--- config.mk ---
export PLATFORM = sky130hd
export DESIGN_NAME = pbs_main
export DESIGN_NICKNAME = d
export VERILOG_FILES = /design/src/pbs_main.v /design/src/pbs_buf2.v
export VERILOG_INCLUDE_DIRS = /design/src
export SDC_FILE = /design/constraint.sdc
export NUM_CORES = 1
export LEC_CHECK = 0
export ABC_AREA = 1
export CAP_MARGIN = 20
export CORE_ASPECT_RATIO = 1.25
export CORE_MARGIN = 8
export CORE_UTILIZATION = 39
export DETAILED_ROUTE_END_ITERATION = 10
export DONT_BUFFER_PORTS = 1
export PLACE_DENSITY = 0.55
export SLEW_MARGIN = 0
export SYNTH_ARGS = -nofsm -noshare
export SYNTH_HDL_FRONTEND = slang
export SYNTH_SLANG_ARGS = --single-unit
--- constraint.sdc ---
create_clock -name i_ref_clk -period 4.7 [get_ports i_ref_clk]
set_input_delay 0.705 -clock i_ref_clk [delete_from_list [all_inputs] [get_ports i_ref_clk]]
set_output_delay 0.705 -clock i_ref_clk [all_outputs]
set_load 0.05 [all_outputs]
--- src/pbs_regs.vh ---
`ifndef PBS_REGS_VH
`define PBS_REGS_VH

// ----------------------------------------
// Stream widths
// ----------------------------------------
`define PBS_PIX_W 12
`define PBS_PIX_MAX 12'hFFF
`define PBS_SUM_W 15
`define PBS_BUF_W 14
`define PBS_CNT_W 16

// ----------------------------------------
// Mode slots and reduction list indices
// ----------------------------------------
`define PBS_SLOT_W 3
`define PBS_SLOTS 8
`define PBS_IDX_W 5
`define PBS_IDX_LAST 5'h1B
`define PBS_IDX_NONE 5'h00
`define PBS_IDX_HBIN2 5'h01
`define PBS_IDX_HBIN4 5'h02
`define PBS_IDX_HBIN8 5'h03
`define PBS_IDX_VBIN2 5'h04
`define PBS_IDX_VBIN4 5'h05
`define PBS_IDX_VBIN8 5'h06
`define PBS_IDX_FBIN2 5'h07
`define PBS_IDX_FBIN4 5'h08
`define PBS_IDX_FBIN8 5'h09
`define PBS_IDX_HSUB4 5'h0A
`define PBS_IDX_HSUB8 5'h0B
`define PBS_IDX_VSUB4 5'h0C
`define PBS_IDX_VSUB8 5'h0D
`define PBS_IDX_FSUB4 5'h0E
`define PBS_IDX_FSUB8 5'h0F

// ----------------------------------------
// Factory slot defaults
// ----------------------------------------
`define PBS_DEF_SLOT1 `PBS_IDX_HBIN2
`define PBS_DEF_SLOT2 `PBS_IDX_VBIN2
`define PBS_DEF_SLOT3 `PBS_IDX_FBIN2
`define PBS_DEF_SLOT4 `PBS_IDX_HSUB4
`define PBS_DEF_SLOT5 `PBS_IDX_VSUB4
`define PBS_DEF_SLOT6 `PBS_IDX_FSUB4
`define PBS_DEF_SLOT7 `PBS_IDX_NONE

// ----------------------------------------
// Decoded mode word {kind, hlog, vlog, hsub, vsub, p8}
// ----------------------------------------
`define PBS_MODE_W 9
`define PBS_KIND_NONE 2'h0
`define PBS_KIND_BIN 2'h1
`define PBS_KIND_SUB 2'h2
`define PBS_F_KIND 8:7
`define PBS_F_HLOG 6:5
`define PBS_F_VLOG 4:3
`define PBS_F_HSUB 2
`define PBS_F_VSUB 1
`define PBS_F_P8 0

`endif

--- src/pbs_main.v ---
`include "pbs_regs.vh"
`default_nettype none

module pbs_main (
   input wire i_ref_clk,
   input wire i_reset,
   input wire [`PBS_SLOT_W-1:0] i_mode_slot,
   input wire [`PBS_PIX_W-1:0] i_black_level,
   input wire [34:0] i_stored_map,
   input wire [6:0] i_stored_valid,
   input wire i_map_we,
   input wire [`PBS_SLOT_W-1:0] i_map_slot,
   input wire [`PBS_IDX_W-1:0] i_map_index,
   output reg o_map_reject,
   output wire o_loading,
   input wire i_pix_valid,
   output wire o_pix_ready,
   input wire [`PBS_PIX_W-1:0] i_pix_data,
   input wire i_pix_sol,
   input wire i_pix_sof,
   output wire o_out_valid,
   input wire i_out_ready,
   output wire [`PBS_PIX_W-1:0] o_out_data,
   output wire o_out_sol,
   output wire o_out_sof,
   output reg [1:0] o_sensor_vbin_log2,
   output reg [`PBS_IDX_W-1:0] o_active_index
);

   // ----------------------------------------
   // Reduction list decode
   // ----------------------------------------
   function [`PBS_MODE_W-1:0] pbs_decode;
      input [`PBS_IDX_W-1:0] idx;
      begin
         case (idx)
            `PBS_IDX_HBIN2: pbs_decode = {`PBS_KIND_BIN, 2'h1, 2'h0, 3'h0};
            `PBS_IDX_HBIN4: pbs_decode = {`PBS_KIND_BIN, 2'h2, 2'h0, 3'h0};
            `PBS_IDX_HBIN8: pbs_decode = {`PBS_KIND_BIN, 2'h3, 2'h0, 3'h0};
            `PBS_IDX_VBIN2: pbs_decode = {`PBS_KIND_BIN, 2'h0, 2'h1, 3'h0};
            `PBS_IDX_VBIN4: pbs_decode = {`PBS_KIND_BIN, 2'h0, 2'h2, 3'h0};
            `PBS_IDX_VBIN8: pbs_decode = {`PBS_KIND_BIN, 2'h0, 2'h3, 3'h0};
            `PBS_IDX_FBIN2: pbs_decode = {`PBS_KIND_BIN, 2'h1, 2'h1, 3'h0};
            `PBS_IDX_FBIN4: pbs_decode = {`PBS_KIND_BIN, 2'h2, 2'h2, 3'h0};
            `PBS_IDX_FBIN8: pbs_decode = {`PBS_KIND_BIN, 2'h3, 2'h3, 3'h0};
            `PBS_IDX_HSUB4: pbs_decode = {`PBS_KIND_SUB, 4'h0, 3'h4};
            `PBS_IDX_HSUB8: pbs_decode = {`PBS_KIND_SUB, 4'h0, 3'h5};
            `PBS_IDX_VSUB4: pbs_decode = {`PBS_KIND_SUB, 4'h0, 3'h2};
            `PBS_IDX_VSUB8: pbs_decode = {`PBS_KIND_SUB, 4'h0, 3'h3};
            `PBS_IDX_FSUB4: pbs_decode = {`PBS_KIND_SUB, 4'h0, 3'h6};
            `PBS_IDX_FSUB8: pbs_decode = {`PBS_KIND_SUB, 4'h0, 3'h7};
            default: pbs_decode = {`PBS_KIND_NONE, 7'h00};
         endcase
      end
   endfunction

   // Keep test for sub-sampling: positions 0 and 1 of every 4 or 8 survive
   function pbs_keep;
      input [`PBS_CNT_W-1:0] pos;
      input p8;
      begin
         if (p8) begin
            pbs_keep = (pos[2:1] == 2'h0);
         end else begin
            pbs_keep = ~pos[1];
         end
      end
   endfunction

   // Factory default per slot
   function [`PBS_IDX_W-1:0] pbs_factory;
      input integer slot;
      begin
         case (slot)
            1: pbs_factory = `PBS_DEF_SLOT1;
            2: pbs_factory = `PBS_DEF_SLOT2;
            3: pbs_factory = `PBS_DEF_SLOT3;
            4: pbs_factory = `PBS_DEF_SLOT4;
            5: pbs_factory = `PBS_DEF_SLOT5;
            6: pbs_factory = `PBS_DEF_SLOT6;
            default: pbs_factory = `PBS_DEF_SLOT7;
         endcase
      end
   endfunction

   // ----------------------------------------
   // Reload after reset
   // ----------------------------------------
   localparam ST_LOAD = 1'b0;
   localparam ST_RUN = 1'b1;

   reg state_ff;
   reg nxt_state;
   reg [`PBS_SLOT_W-1:0] load_slot_ff;
   reg [`PBS_SLOT_W-1:0] nxt_load_slot;

   always @* begin
      nxt_state = state_ff;
      nxt_load_slot = load_slot_ff;
      case (state_ff)
         ST_LOAD: begin
            nxt_load_slot = load_slot_ff + 3'h1;
            if (load_slot_ff == `PBS_SLOTS - 1) begin
               nxt_state = ST_RUN;
            end
         end
         ST_RUN: begin
            nxt_load_slot = 3'h1;
         end
         default: begin
            nxt_state = ST_LOAD;
            nxt_load_slot = 3'h1;
         end
      endcase
   end

   always @(posedge i_ref_clk or posedge i_reset) begin
      if (i_reset) begin
         state_ff <= ST_LOAD;
         load_slot_ff <= 3'h1;
      end else begin
         state_ff <= nxt_state;
         load_slot_ff <= nxt_load_slot;
      end
   end

   assign o_loading = (state_ff == ST_LOAD);

   // ----------------------------------------
   // Active slot table
   // ----------------------------------------
   wire map_ok;
   wire [`PBS_IDX_W*`PBS_SLOTS-1:0] tbl_flat;

   // Slot 0 is hard-wired; index range check is separate from slot number
   assign map_ok = (i_map_slot != 3'h0) && (i_map_index <= `PBS_IDX_LAST);
   assign tbl_flat[`PBS_IDX_W-1:0] = `PBS_IDX_NONE;

   genvar g;
   generate
      for (g = 1; g < `PBS_SLOTS; g = g + 1) begin : gen_slot
         reg [`PBS_IDX_W-1:0] idx_ff;
         always @(posedge i_ref_clk or posedge i_reset) begin
            if (i_reset) begin
               idx_ff <= pbs_factory(g);
            end else if (o_loading && load_slot_ff == g) begin
               if (i_stored_valid[g-1]) begin
                  idx_ff <= i_stored_map[(g-1)*`PBS_IDX_W +: `PBS_IDX_W];
               end
            end else if (!o_loading && i_map_we && map_ok && i_map_slot == g) begin
               idx_ff <= i_map_index;
            end
         end
         assign tbl_flat[g*`PBS_IDX_W +: `PBS_IDX_W] = idx_ff;
      end
   endgenerate

   always @(posedge i_ref_clk or posedge i_reset) begin
      if (i_reset) begin
         o_map_reject <= 1'b0;
      end else begin
         o_map_reject <= i_map_we & (o_loading | ~map_ok);
      end
   end

   // ----------------------------------------
   // Mode selection at frame start
   // ----------------------------------------
   reg [`PBS_MODE_W-1:0] mode_ff;
   wire [`PBS_IDX_W-1:0] sel_index;
   wire [`PBS_MODE_W-1:0] mode_cur;
   wire buf_in_ready;
   wire accept;

   assign o_pix_ready = buf_in_ready & ~o_loading;
   assign accept = i_pix_valid & o_pix_ready;
   assign sel_index = tbl_flat[i_mode_slot*`PBS_IDX_W +: `PBS_IDX_W];
   assign mode_cur = i_pix_sof ? pbs_decode(sel_index) : mode_ff;

   always @(posedge i_ref_clk or posedge i_reset) begin
      if (i_reset) begin
         mode_ff <= {`PBS_MODE_W{1'b0}};
         o_active_index <= `PBS_IDX_NONE;
      end else if (accept && i_pix_sof) begin
         mode_ff <= pbs_decode(sel_index);
         o_active_index <= sel_index;
      end
   end

   // ----------------------------------------
   // Vertical factor to the sensor
   // ----------------------------------------
   wire [`PBS_MODE_W-1:0] slot_mode;
   wire [1:0] slot_vlog;

   // Sensor sums rows itself, so stream data arrive already vertically binned
   assign slot_mode = pbs_decode(sel_index);
   assign slot_vlog = slot_mode[`PBS_F_VLOG];

   // Held steady in the frame start cycle and during reload; in every other cycle it follows the selected slot
   always @(posedge i_ref_clk or posedge i_reset) begin
      if (i_reset) begin
         o_sensor_vbin_log2 <= 2'h0;
      end else if (!o_loading && !(accept && i_pix_sof)) begin
         o_sensor_vbin_log2 <= slot_vlog;
      end
   end

   // ----------------------------------------
   // Column and line position
   // ----------------------------------------
   reg [`PBS_CNT_W-1:0] col_ff;
   reg [`PBS_CNT_W-1:0] line_ff;
   wire [`PBS_CNT_W-1:0] pos;
   wire [`PBS_CNT_W-1:0] cur_line;

   assign pos = i_pix_sol ? {`PBS_CNT_W{1'b0}} : col_ff;
   assign cur_line = i_pix_sof ? {`PBS_CNT_W{1'b0}} :
      (i_pix_sol ? line_ff + 16'h0001 : line_ff);

   always @(posedge i_ref_clk or posedge i_reset) begin
      if (i_reset) begin
         col_ff <= {`PBS_CNT_W{1'b0}};
         line_ff <= {`PBS_CNT_W{1'b0}};
      end else if (accept) begin
         col_ff <= pos + 16'h0001;
         line_ff <= cur_line;
      end
   end

   // ----------------------------------------
   // Horizontal binning and sub-sampling
   // ----------------------------------------
   reg [`PBS_SUM_W-1:0] acc_ff;
   reg pend_sol_ff;
   reg pend_sof_ff;
   reg [`PBS_PIX_W-1:0] out_value;
   wire [1:0] hlog;
   wire [2:0] grp_mask;
   wire [2:0] grp_pos;
   wire grp_first;
   wire grp_last;
   wire [`PBS_SUM_W-1:0] sum_now;
   wire [`PBS_SUM_W-1:0] off_sum;
   wire [`PBS_SUM_W:0] diff;
   wire keep;
   wire push;
   wire sol_tag;
   wire sof_tag;

   assign hlog = mode_cur[`PBS_F_HLOG];
   assign grp_mask = (3'h1 << hlog) - 3'h1;
   assign grp_pos = pos[2:0] & grp_mask;
   assign grp_first = (grp_pos == 3'h0);
   assign grp_last = (grp_pos == grp_mask);
   // Sums the group; after vertical binning in the sensor this is the full square
   assign sum_now = (grp_first ? {`PBS_SUM_W{1'b0}} : acc_ff) +
      {3'h0, i_pix_data};
   // Removes the extra black offsets so only one remains
   assign off_sum = ({3'h0, i_black_level} << hlog) - {3'h0, i_black_level};
   assign diff = {1'b0, sum_now} - {1'b0, off_sum};

   always @* begin
      if (diff[`PBS_SUM_W]) begin
         out_value = {`PBS_PIX_W{1'b0}};
      end else if (diff[`PBS_SUM_W-1:0] > {3'h0, `PBS_PIX_MAX}) begin
         out_value = `PBS_PIX_MAX;
      end else begin
         out_value = diff[`PBS_PIX_W-1:0];
      end
   end

   // Sub-sampling drops pixels and lines, never sums them
   assign keep = (!mode_cur[`PBS_F_HSUB] || pbs_keep(pos, mode_cur[`PBS_F_P8])) &&
      (!mode_cur[`PBS_F_VSUB] || pbs_keep(cur_line, mode_cur[`PBS_F_P8]));
   assign push = accept & keep & grp_last;
   assign sol_tag = pend_sol_ff | i_pix_sol;
   assign sof_tag = pend_sof_ff | i_pix_sof;

   always @(posedge i_ref_clk or posedge i_reset) begin
      if (i_reset) begin
         acc_ff <= {`PBS_SUM_W{1'b0}};
         pend_sol_ff <= 1'b0;
         pend_sof_ff <= 1'b0;
      end else if (accept) begin
         acc_ff <= sum_now;
         pend_sol_ff <= sol_tag & ~push;
         pend_sof_ff <= sof_tag & ~push;
      end
   end

   // ----------------------------------------
   // Output buffer
   // ----------------------------------------
   wire [`PBS_BUF_W-1:0] buf_out;

   pbs_buf2 #(
      .W(`PBS_BUF_W)
   ) u_buf (
      .i_ref_clk(i_ref_clk),
      .i_reset(i_reset),
      .i_in_valid(push),
      .o_in_ready(buf_in_ready),
      .i_in_data({sof_tag, sol_tag, out_value}),
      .o_out_valid(o_out_valid),
      .i_out_ready(i_out_ready),
      .o_out_data(buf_out)
   );

   assign o_out_data = buf_out[`PBS_PIX_W-1:0];
   assign o_out_sol = buf_out[`PBS_PIX_W];
   assign o_out_sof = buf_out[`PBS_PIX_W+1];

endmodule

`default_nettype wire

--- src/pbs_buf2.v ---
`include "pbs_regs.vh"
`default_nettype none

// Two-entry buffer: output register plus one skid register
module pbs_buf2 #(
   parameter W = `PBS_BUF_W
) (
   input wire i_ref_clk,
   input wire i_reset,
   input wire i_in_valid,
   output wire o_in_ready,
   input wire [W-1:0] i_in_data,
   output wire o_out_valid,
   input wire i_out_ready,
   output wire [W-1:0] o_out_data
);

   reg [W-1:0] out_data_ff;
   reg out_valid_ff;
   reg [W-1:0] skid_data_ff;
   reg skid_valid_ff;
   wire take_in;
   wire move_out;

   assign o_in_ready = ~skid_valid_ff;
   assign take_in = i_in_valid & ~skid_valid_ff;
   assign move_out = ~out_valid_ff | i_out_ready;
   assign o_out_valid = out_valid_ff;
   assign o_out_data = out_data_ff;

   always @(posedge i_ref_clk or posedge i_reset) begin
      if (i_reset) begin
         out_data_ff <= {W{1'b0}};
         out_valid_ff <= 1'b0;
         skid_data_ff <= {W{1'b0}};
         skid_valid_ff <= 1'b0;
      end else if (move_out) begin
         if (skid_valid_ff) begin
            out_data_ff <= skid_data_ff;
            out_valid_ff <= 1'b1;
            skid_valid_ff <= 1'b0;
         end else begin
            out_data_ff <= i_in_data;
            out_valid_ff <= take_in;
         end
      end else if (take_in) begin
         skid_data_ff <= i_in_data;
         skid_valid_ff <= 1'b1;
      end
   end

endmodule

`default_nettype wire

==> results.md <==
- Data arrives at the worst endpoint at approximately 5500 ps.
- Subtracting the final worst setup slack from the clock period gives 5200 ps.
- The run finished, with violations left.
- The first global-routing pass estimated 39400 µm of wire.
- The net count of the mapped netlist is around 1200.
- The die width is about 140 µm.
- The number of antenna violations at the first check in global routing came to 0.
- Yosys mapped a number of flops with a built-in enable equal to 0.
- The number of buffers inserted by hold repair at cts is 0.
- The post-synthesis average cell area is about 7.2 µm².
- Across the whole layout, storage elements account for 2640 µm².
- Entering global routing, the biggest net connects 80 pins.
- The cell at the slowest stage of the critical path is sky130_fd_sc_hd__dfstp_2.
- For this run, the number of Yosys warnings is 0.
- The average wire per standard cell is 15.9 µm.
- The floorplan die height is 175 µm.
- The maximum single-stage delay on the critical path is roughly 540 ps.
- The average vias per placed instance is around 5.
- The peak ir drop on the vdd network is 232 µV.
- In this run the remaining antenna-violating nets after routing total 0.
- The tree built by TritonCTS fans out to around 110 sinks.
- The number of fill cells in the layout is around 2000.
- Of the total power, the share spent switching nets is 0.446.
- Summing all non-filler instances in the final layout gives an area of ~11000 µm².
- The internal power component is between 0.003 and 0.004 W.
- The final RePlAce weighted congestion is just under 0.9.
- Setup violations remaining at the end of the flow were counted as 24.
- The clock reaches the later pin of the worst-skew pair after around 360 ps.
- For this configuration, the core starts out at a cell density of 0.395.
- The number of global-route vias before repair is 7865.
- Buffers inserted during clock tree synthesis total 9.
- The clock tree from TritonCTS is done.
- In the final layout, the share of cells above drive strength 1 is 0.317.
- The count of routing violations after the opening detailed-route iteration is 427.
- The max-slew violation count is 0.
- The final net count is 1411.
- By area the synthesized netlist is led by sky130_fd_sc_hd__dfrtp_1, sky130_fd_sc_hd__nand2_1, sky130_fd_sc_hd__ha_1.
- The mapped cell area is roughly 8000 µm².
- The clock transition time at the flip-flop clock pins of the worst setup and hold paths is 80 ps.
- Across all layers, the routed design uses 7771 vias.
- The number of endpoints with negative hold slack in the final report is 0.
- The min-delay analysis places its worst path in the category in2async.
- In the final layout, the multi-input gates occupy ~5200 µm².
- Of the post-synthesis cell area, the dominant cell type holds 0.291.
- The period utilization is 1.11.
- The total area inside the core boundary comes to 20000 µm².
- Across the run, the number of max-cap violations was 0.
- STA puts the critical path data required time at 4960 ps.
- Wires add up to approximately 25000 µm.
- The total overflow left after global routing is 0.
- In this run the number of H-tree levels came out at 3.
- The dominant register cell in the synthesized netlist is sky130_fd_sc_hd__dfrtp_1.
- The share of flip-flops with an asynchronous set or reset is 1.00.
- The sequential fraction of the synthesis area is 0.334.
- The total placed instance area is 9330 µm².
- The count of standard-cell rows is a little under 60.
- The overall global routing resource usage is 0.197.
- The share of total power dissipated in the clock network is 0.134.
- The detailed-router iteration count before antenna repair is 5.
- 0 antenna diodes ended up in the layout.
- The synthesized netlist contains 47 unique library cells.
- During I/O placement, the number of pins put on the boundary was between 100 and 150.
- Summed over all cells, the static leakage comes to between 5 and 6 nW.
- The cell count after synthesis came out at between 1000 and 1500.
- The maximum fanout encountered on the critical timing path is 4.
- The root buffer selected by CTS is sky130_fd_sc_hd__clkbuf_16.
- After detailed routing, the number of remaining DRC violations is 0.
- For this run, the top clock speed supported by timing is approximately 0.19 GHz.
- The wire-length estimate of the detail-placed layout is roughly 18000 µm.
- Port buffering added 0 buffers.
- For the pin with the worst max-slew slack, the measured transition is 992 ps.
- The total power consumption of the routed design is ~0.0058 W.
- The worst setup path is captured at a flip-flop.
- For this design the total switching power over the nets is around 0.0026 W.
- The full die area is roughly 25000 µm².
- In this run the power density over the cells is about 550 nW/µm².
- Among the stages of the critical path, the cell type that occurs most often is sky130_fd_sc_hd__nand2_1.
- The synthesized design contains 105 register bits.
- The clock skew is just under 8 ps.
- Headroom to the max-slew limit came out at 0.336.
- Of the total power, registers draw 0.244.
- The final reports fail on setup timing.
- In this run the deepest clock path goes through 2 buffers.
- The combinational share of power is 0.622.
- The final critical-path setup slack is -502 ps.
- The area added between synthesis and finish is 34.8%.
- The kind of start point of the critical path is a flip-flop.
- Setup repair after global routing could not meet its margin everywhere.
- The critical path in this run is classified as reg2reg.
- Summed over all instances, the cell type with the most area after synthesis is sky130_fd_sc_hd__dfrtp_1.
metrics by stage:
stage	TNS [ps]	setup WS, ps	utilization	cells	hold WS (ps)
after floorplan	-10530	-495	-	1105	437
after global placement	-18050	-796	0.466	1494	448
after detailed placement	-19510	-879	0.466	1494	454
after CTS	-6940	-325	0.508	1533	443
after global routing	-18710	-824	0.532	1549	223
final	-11080	-502	0.532	1549	198
synth_stat cells, types with 2 or more instances:
| master | n |
|---|---|
| sky130_fd_sc_hd__nand2_1 | 270 |
| sky130_fd_sc_hd__inv_1 | 130 |
| sky130_fd_sc_hd__o21ai_0 | 104 |
| sky130_fd_sc_hd__nor2_1 | 102 |
| sky130_fd_sc_hd__dfrtp_1 | 92 |
| sky130_fd_sc_hd__nand3_1 | 88 |
| sky130_fd_sc_hd__a21oi_1 | 51 |
| sky130_fd_sc_hd__ha_1 | 50 |
| sky130_fd_sc_hd__xor2_1 | 28 |
| sky130_fd_sc_hd__clkbuf_1 | 22 |
| sky130_fd_sc_hd__o211ai_1 | 20 |
| sky130_fd_sc_hd__a31oi_1 | 17 |
| sky130_fd_sc_hd__dfstp_2 | 13 |
| sky130_fd_sc_hd__nand3_2 | 12 |
| sky130_fd_sc_hd__nand2_2 | 11 |
| sky130_fd_sc_hd__nand4_1 | 9 |
| sky130_fd_sc_hd__a21o_1 | 7 |
| sky130_fd_sc_hd__buf_6 | 7 |
| sky130_fd_sc_hd__inv_2 | 6 |
| sky130_fd_sc_hd__o21ai_1 | 6 |
| sky130_fd_sc_hd__xnor2_1 | 6 |
| sky130_fd_sc_hd__a32o_1 | 4 |
| sky130_fd_sc_hd__and2_1 | 4 |
| sky130_fd_sc_hd__buf_2 | 4 |
| sky130_fd_sc_hd__or2_2 | 4 |
| sky130_fd_sc_hd__buf_4 | 3 |
| sky130_fd_sc_hd__fa_1 | 3 |
| sky130_fd_sc_hd__inv_4 | 3 |
| sky130_fd_sc_hd__nand2_4 | 3 |
| sky130_fd_sc_hd__nor3_1 | 3 |
| sky130_fd_sc_hd__o21ai_2 | 3 |
| sky130_fd_sc_hd__buf_1 | 2 |
| sky130_fd_sc_hd__nor2_4 | 2 |
| sky130_fd_sc_hd__o21bai_1 | 2 |
| sky130_fd_sc_hd__o31ai_2 | 2 |
cells by family (layout without fill, tap and decap cells):
group,after synthesis,in the layout,share of synthesized area
flops,105,105,0.334
buf+inv,178,352,0.0941
fa+ha+maj,53,53,0.0866
simple gates,512,512,0.285
xor+xnor,34,34,0.0376
compound gates,223,223,0.163
flip-flops by register name, indices dropped and copies added, names as in the netlist:
signal               cells
acc_ff                  15
col_ff                   3
gen_slot.idx_ff         35
line_ff                  3
load_slot_ff             3
mode_ff                  5
o_active_index           5
o_map_reject             1
o_sensor_vbin_log2       2
pend_sof_ff              1
pend_sol_ff              1
state_ff                 1
u_buf.o_out_data        14
u_buf.o_out_valid        1
u_buf.skid_data_ff      14
u_buf.skid_valid_ff      1
layout by cell type (no fill, tap or decap), types with 3 or more instances in the layout:
| cell type | count |
|---|---|
| sky130_fd_sc_hd__a21o_1 | 7 |
| sky130_fd_sc_hd__a21oi_1 | 30 |
| sky130_fd_sc_hd__a21oi_2 | 17 |
| sky130_fd_sc_hd__a21oi_4 | 4 |
| sky130_fd_sc_hd__a31oi_1 | 15 |
| sky130_fd_sc_hd__a32o_1 | 4 |
| sky130_fd_sc_hd__and2_1 | 3 |
| sky130_fd_sc_hd__buf_12 | 3 |
| sky130_fd_sc_hd__buf_4 | 180 |
| sky130_fd_sc_hd__buf_6 | 9 |
| sky130_fd_sc_hd__clkbuf_16 | 10 |
| sky130_fd_sc_hd__clkinv_4 | 3 |
| sky130_fd_sc_hd__dfrtp_1 | 92 |
| sky130_fd_sc_hd__dfstp_2 | 13 |
| sky130_fd_sc_hd__ha_1 | 40 |
| sky130_fd_sc_hd__ha_4 | 8 |
| sky130_fd_sc_hd__inv_1 | 116 |
| sky130_fd_sc_hd__inv_2 | 16 |
| sky130_fd_sc_hd__inv_4 | 6 |
| sky130_fd_sc_hd__nand2_1 | 255 |
| sky130_fd_sc_hd__nand2_2 | 21 |
| sky130_fd_sc_hd__nand2_4 | 8 |
| sky130_fd_sc_hd__nand3_1 | 74 |
| sky130_fd_sc_hd__nand3_2 | 24 |
| sky130_fd_sc_hd__nand3_4 | 3 |
| sky130_fd_sc_hd__nand4_1 | 9 |
| sky130_fd_sc_hd__nor2_1 | 78 |
| sky130_fd_sc_hd__nor2_2 | 13 |
| sky130_fd_sc_hd__nor2_4 | 14 |
| sky130_fd_sc_hd__o211ai_1 | 20 |
| sky130_fd_sc_hd__o21ai_0 | 72 |
| sky130_fd_sc_hd__o21ai_1 | 29 |
| sky130_fd_sc_hd__o21ai_2 | 11 |
| sky130_fd_sc_hd__or2_2 | 3 |
| sky130_fd_sc_hd__xnor2_1 | 3 |
| sky130_fd_sc_hd__xor2_1 | 20 |
| sky130_fd_sc_hd__xor2_2 | 8 |
power groups by stage:
stage | logic, W | registers [W] | clock network (W)
after global placement | 0.00274 | 0.00144 | 0
after global routing | 0.00396 | 0.00145 | 0.000826
after floorplan | 0.00163 | 0.00140 | 0
final | 0.00363 | 0.00142 | 0.000783
after CTS | 0.00326 | 0.00143 | 0.000799
after detailed placement | 0.00274 | 0.00144 | 0
layer usage:
layer  track usage  part of all wire  up-vias
li1              -                 -     3949
met1         0.209              0.38     3650
met2         0.377              0.56      142
met3        0.0334             0.040       30
met4        0.0681             0.024        0
met5             0                 0        -
path summary, 6_finish.rpt:
kind                                              startpoint                                 to  slack [ps]  depth (start not counted)
max                        gen_slot[3].idx_ff[0]$_DFFE_PP1P_    u_buf.o_out_data[7]$_DFFE_PP0N_        -500                         35
max reg2reg                gen_slot[3].idx_ff[0]$_DFFE_PP1P_    u_buf.o_out_data[7]$_DFFE_PP0N_        -500                         35
max in group asynchronous                            i_reset  o_sensor_vbin_log2[0]$_DFFE_PP0P_        3470                          3
min in group i_ref_clk                              i_map_we             o_map_reject$_DFF_PP0_         450                          2
min                                                  i_reset      u_buf.o_out_valid$_DFFE_PP0N_         200                          1
min reg2reg                u_buf.skid_data_ff[9]$_DFFE_PP0P_  u_buf.skid_data_ff[9]$_DFFE_PP0P_         470                          2
cell type report:
cell class              count  share of cell area
clock buffers              10              0.0224
clock inverters             6             0.00587
inverters                 140              0.0512
multi-input cells         822               0.490
flip-flops and latches    105               0.248
well taps                 270              0.0317
repair buffers            196               0.151
worst max-delay path: cells and delay by family (launching register included):
family	cells	cell delay, ps
simple gates	18	1690
buf+inv	6	560
fa+ha+maj	4	1060
xor+xnor	2	510
flops	1	540
compound gates	5	710
repair_timing:
item / 4_1_cts / 5_1_grt
hold endpoints to repair: 0 / 0
gates resized for setup: 94 / 85
setup endpoints to repair: 24 / 24
buffers inserted: 21 / 15
gates cloned: 2 / 1
pin swaps: 43 / 76
No activity file was read; power rests on OpenSTA's default activity.
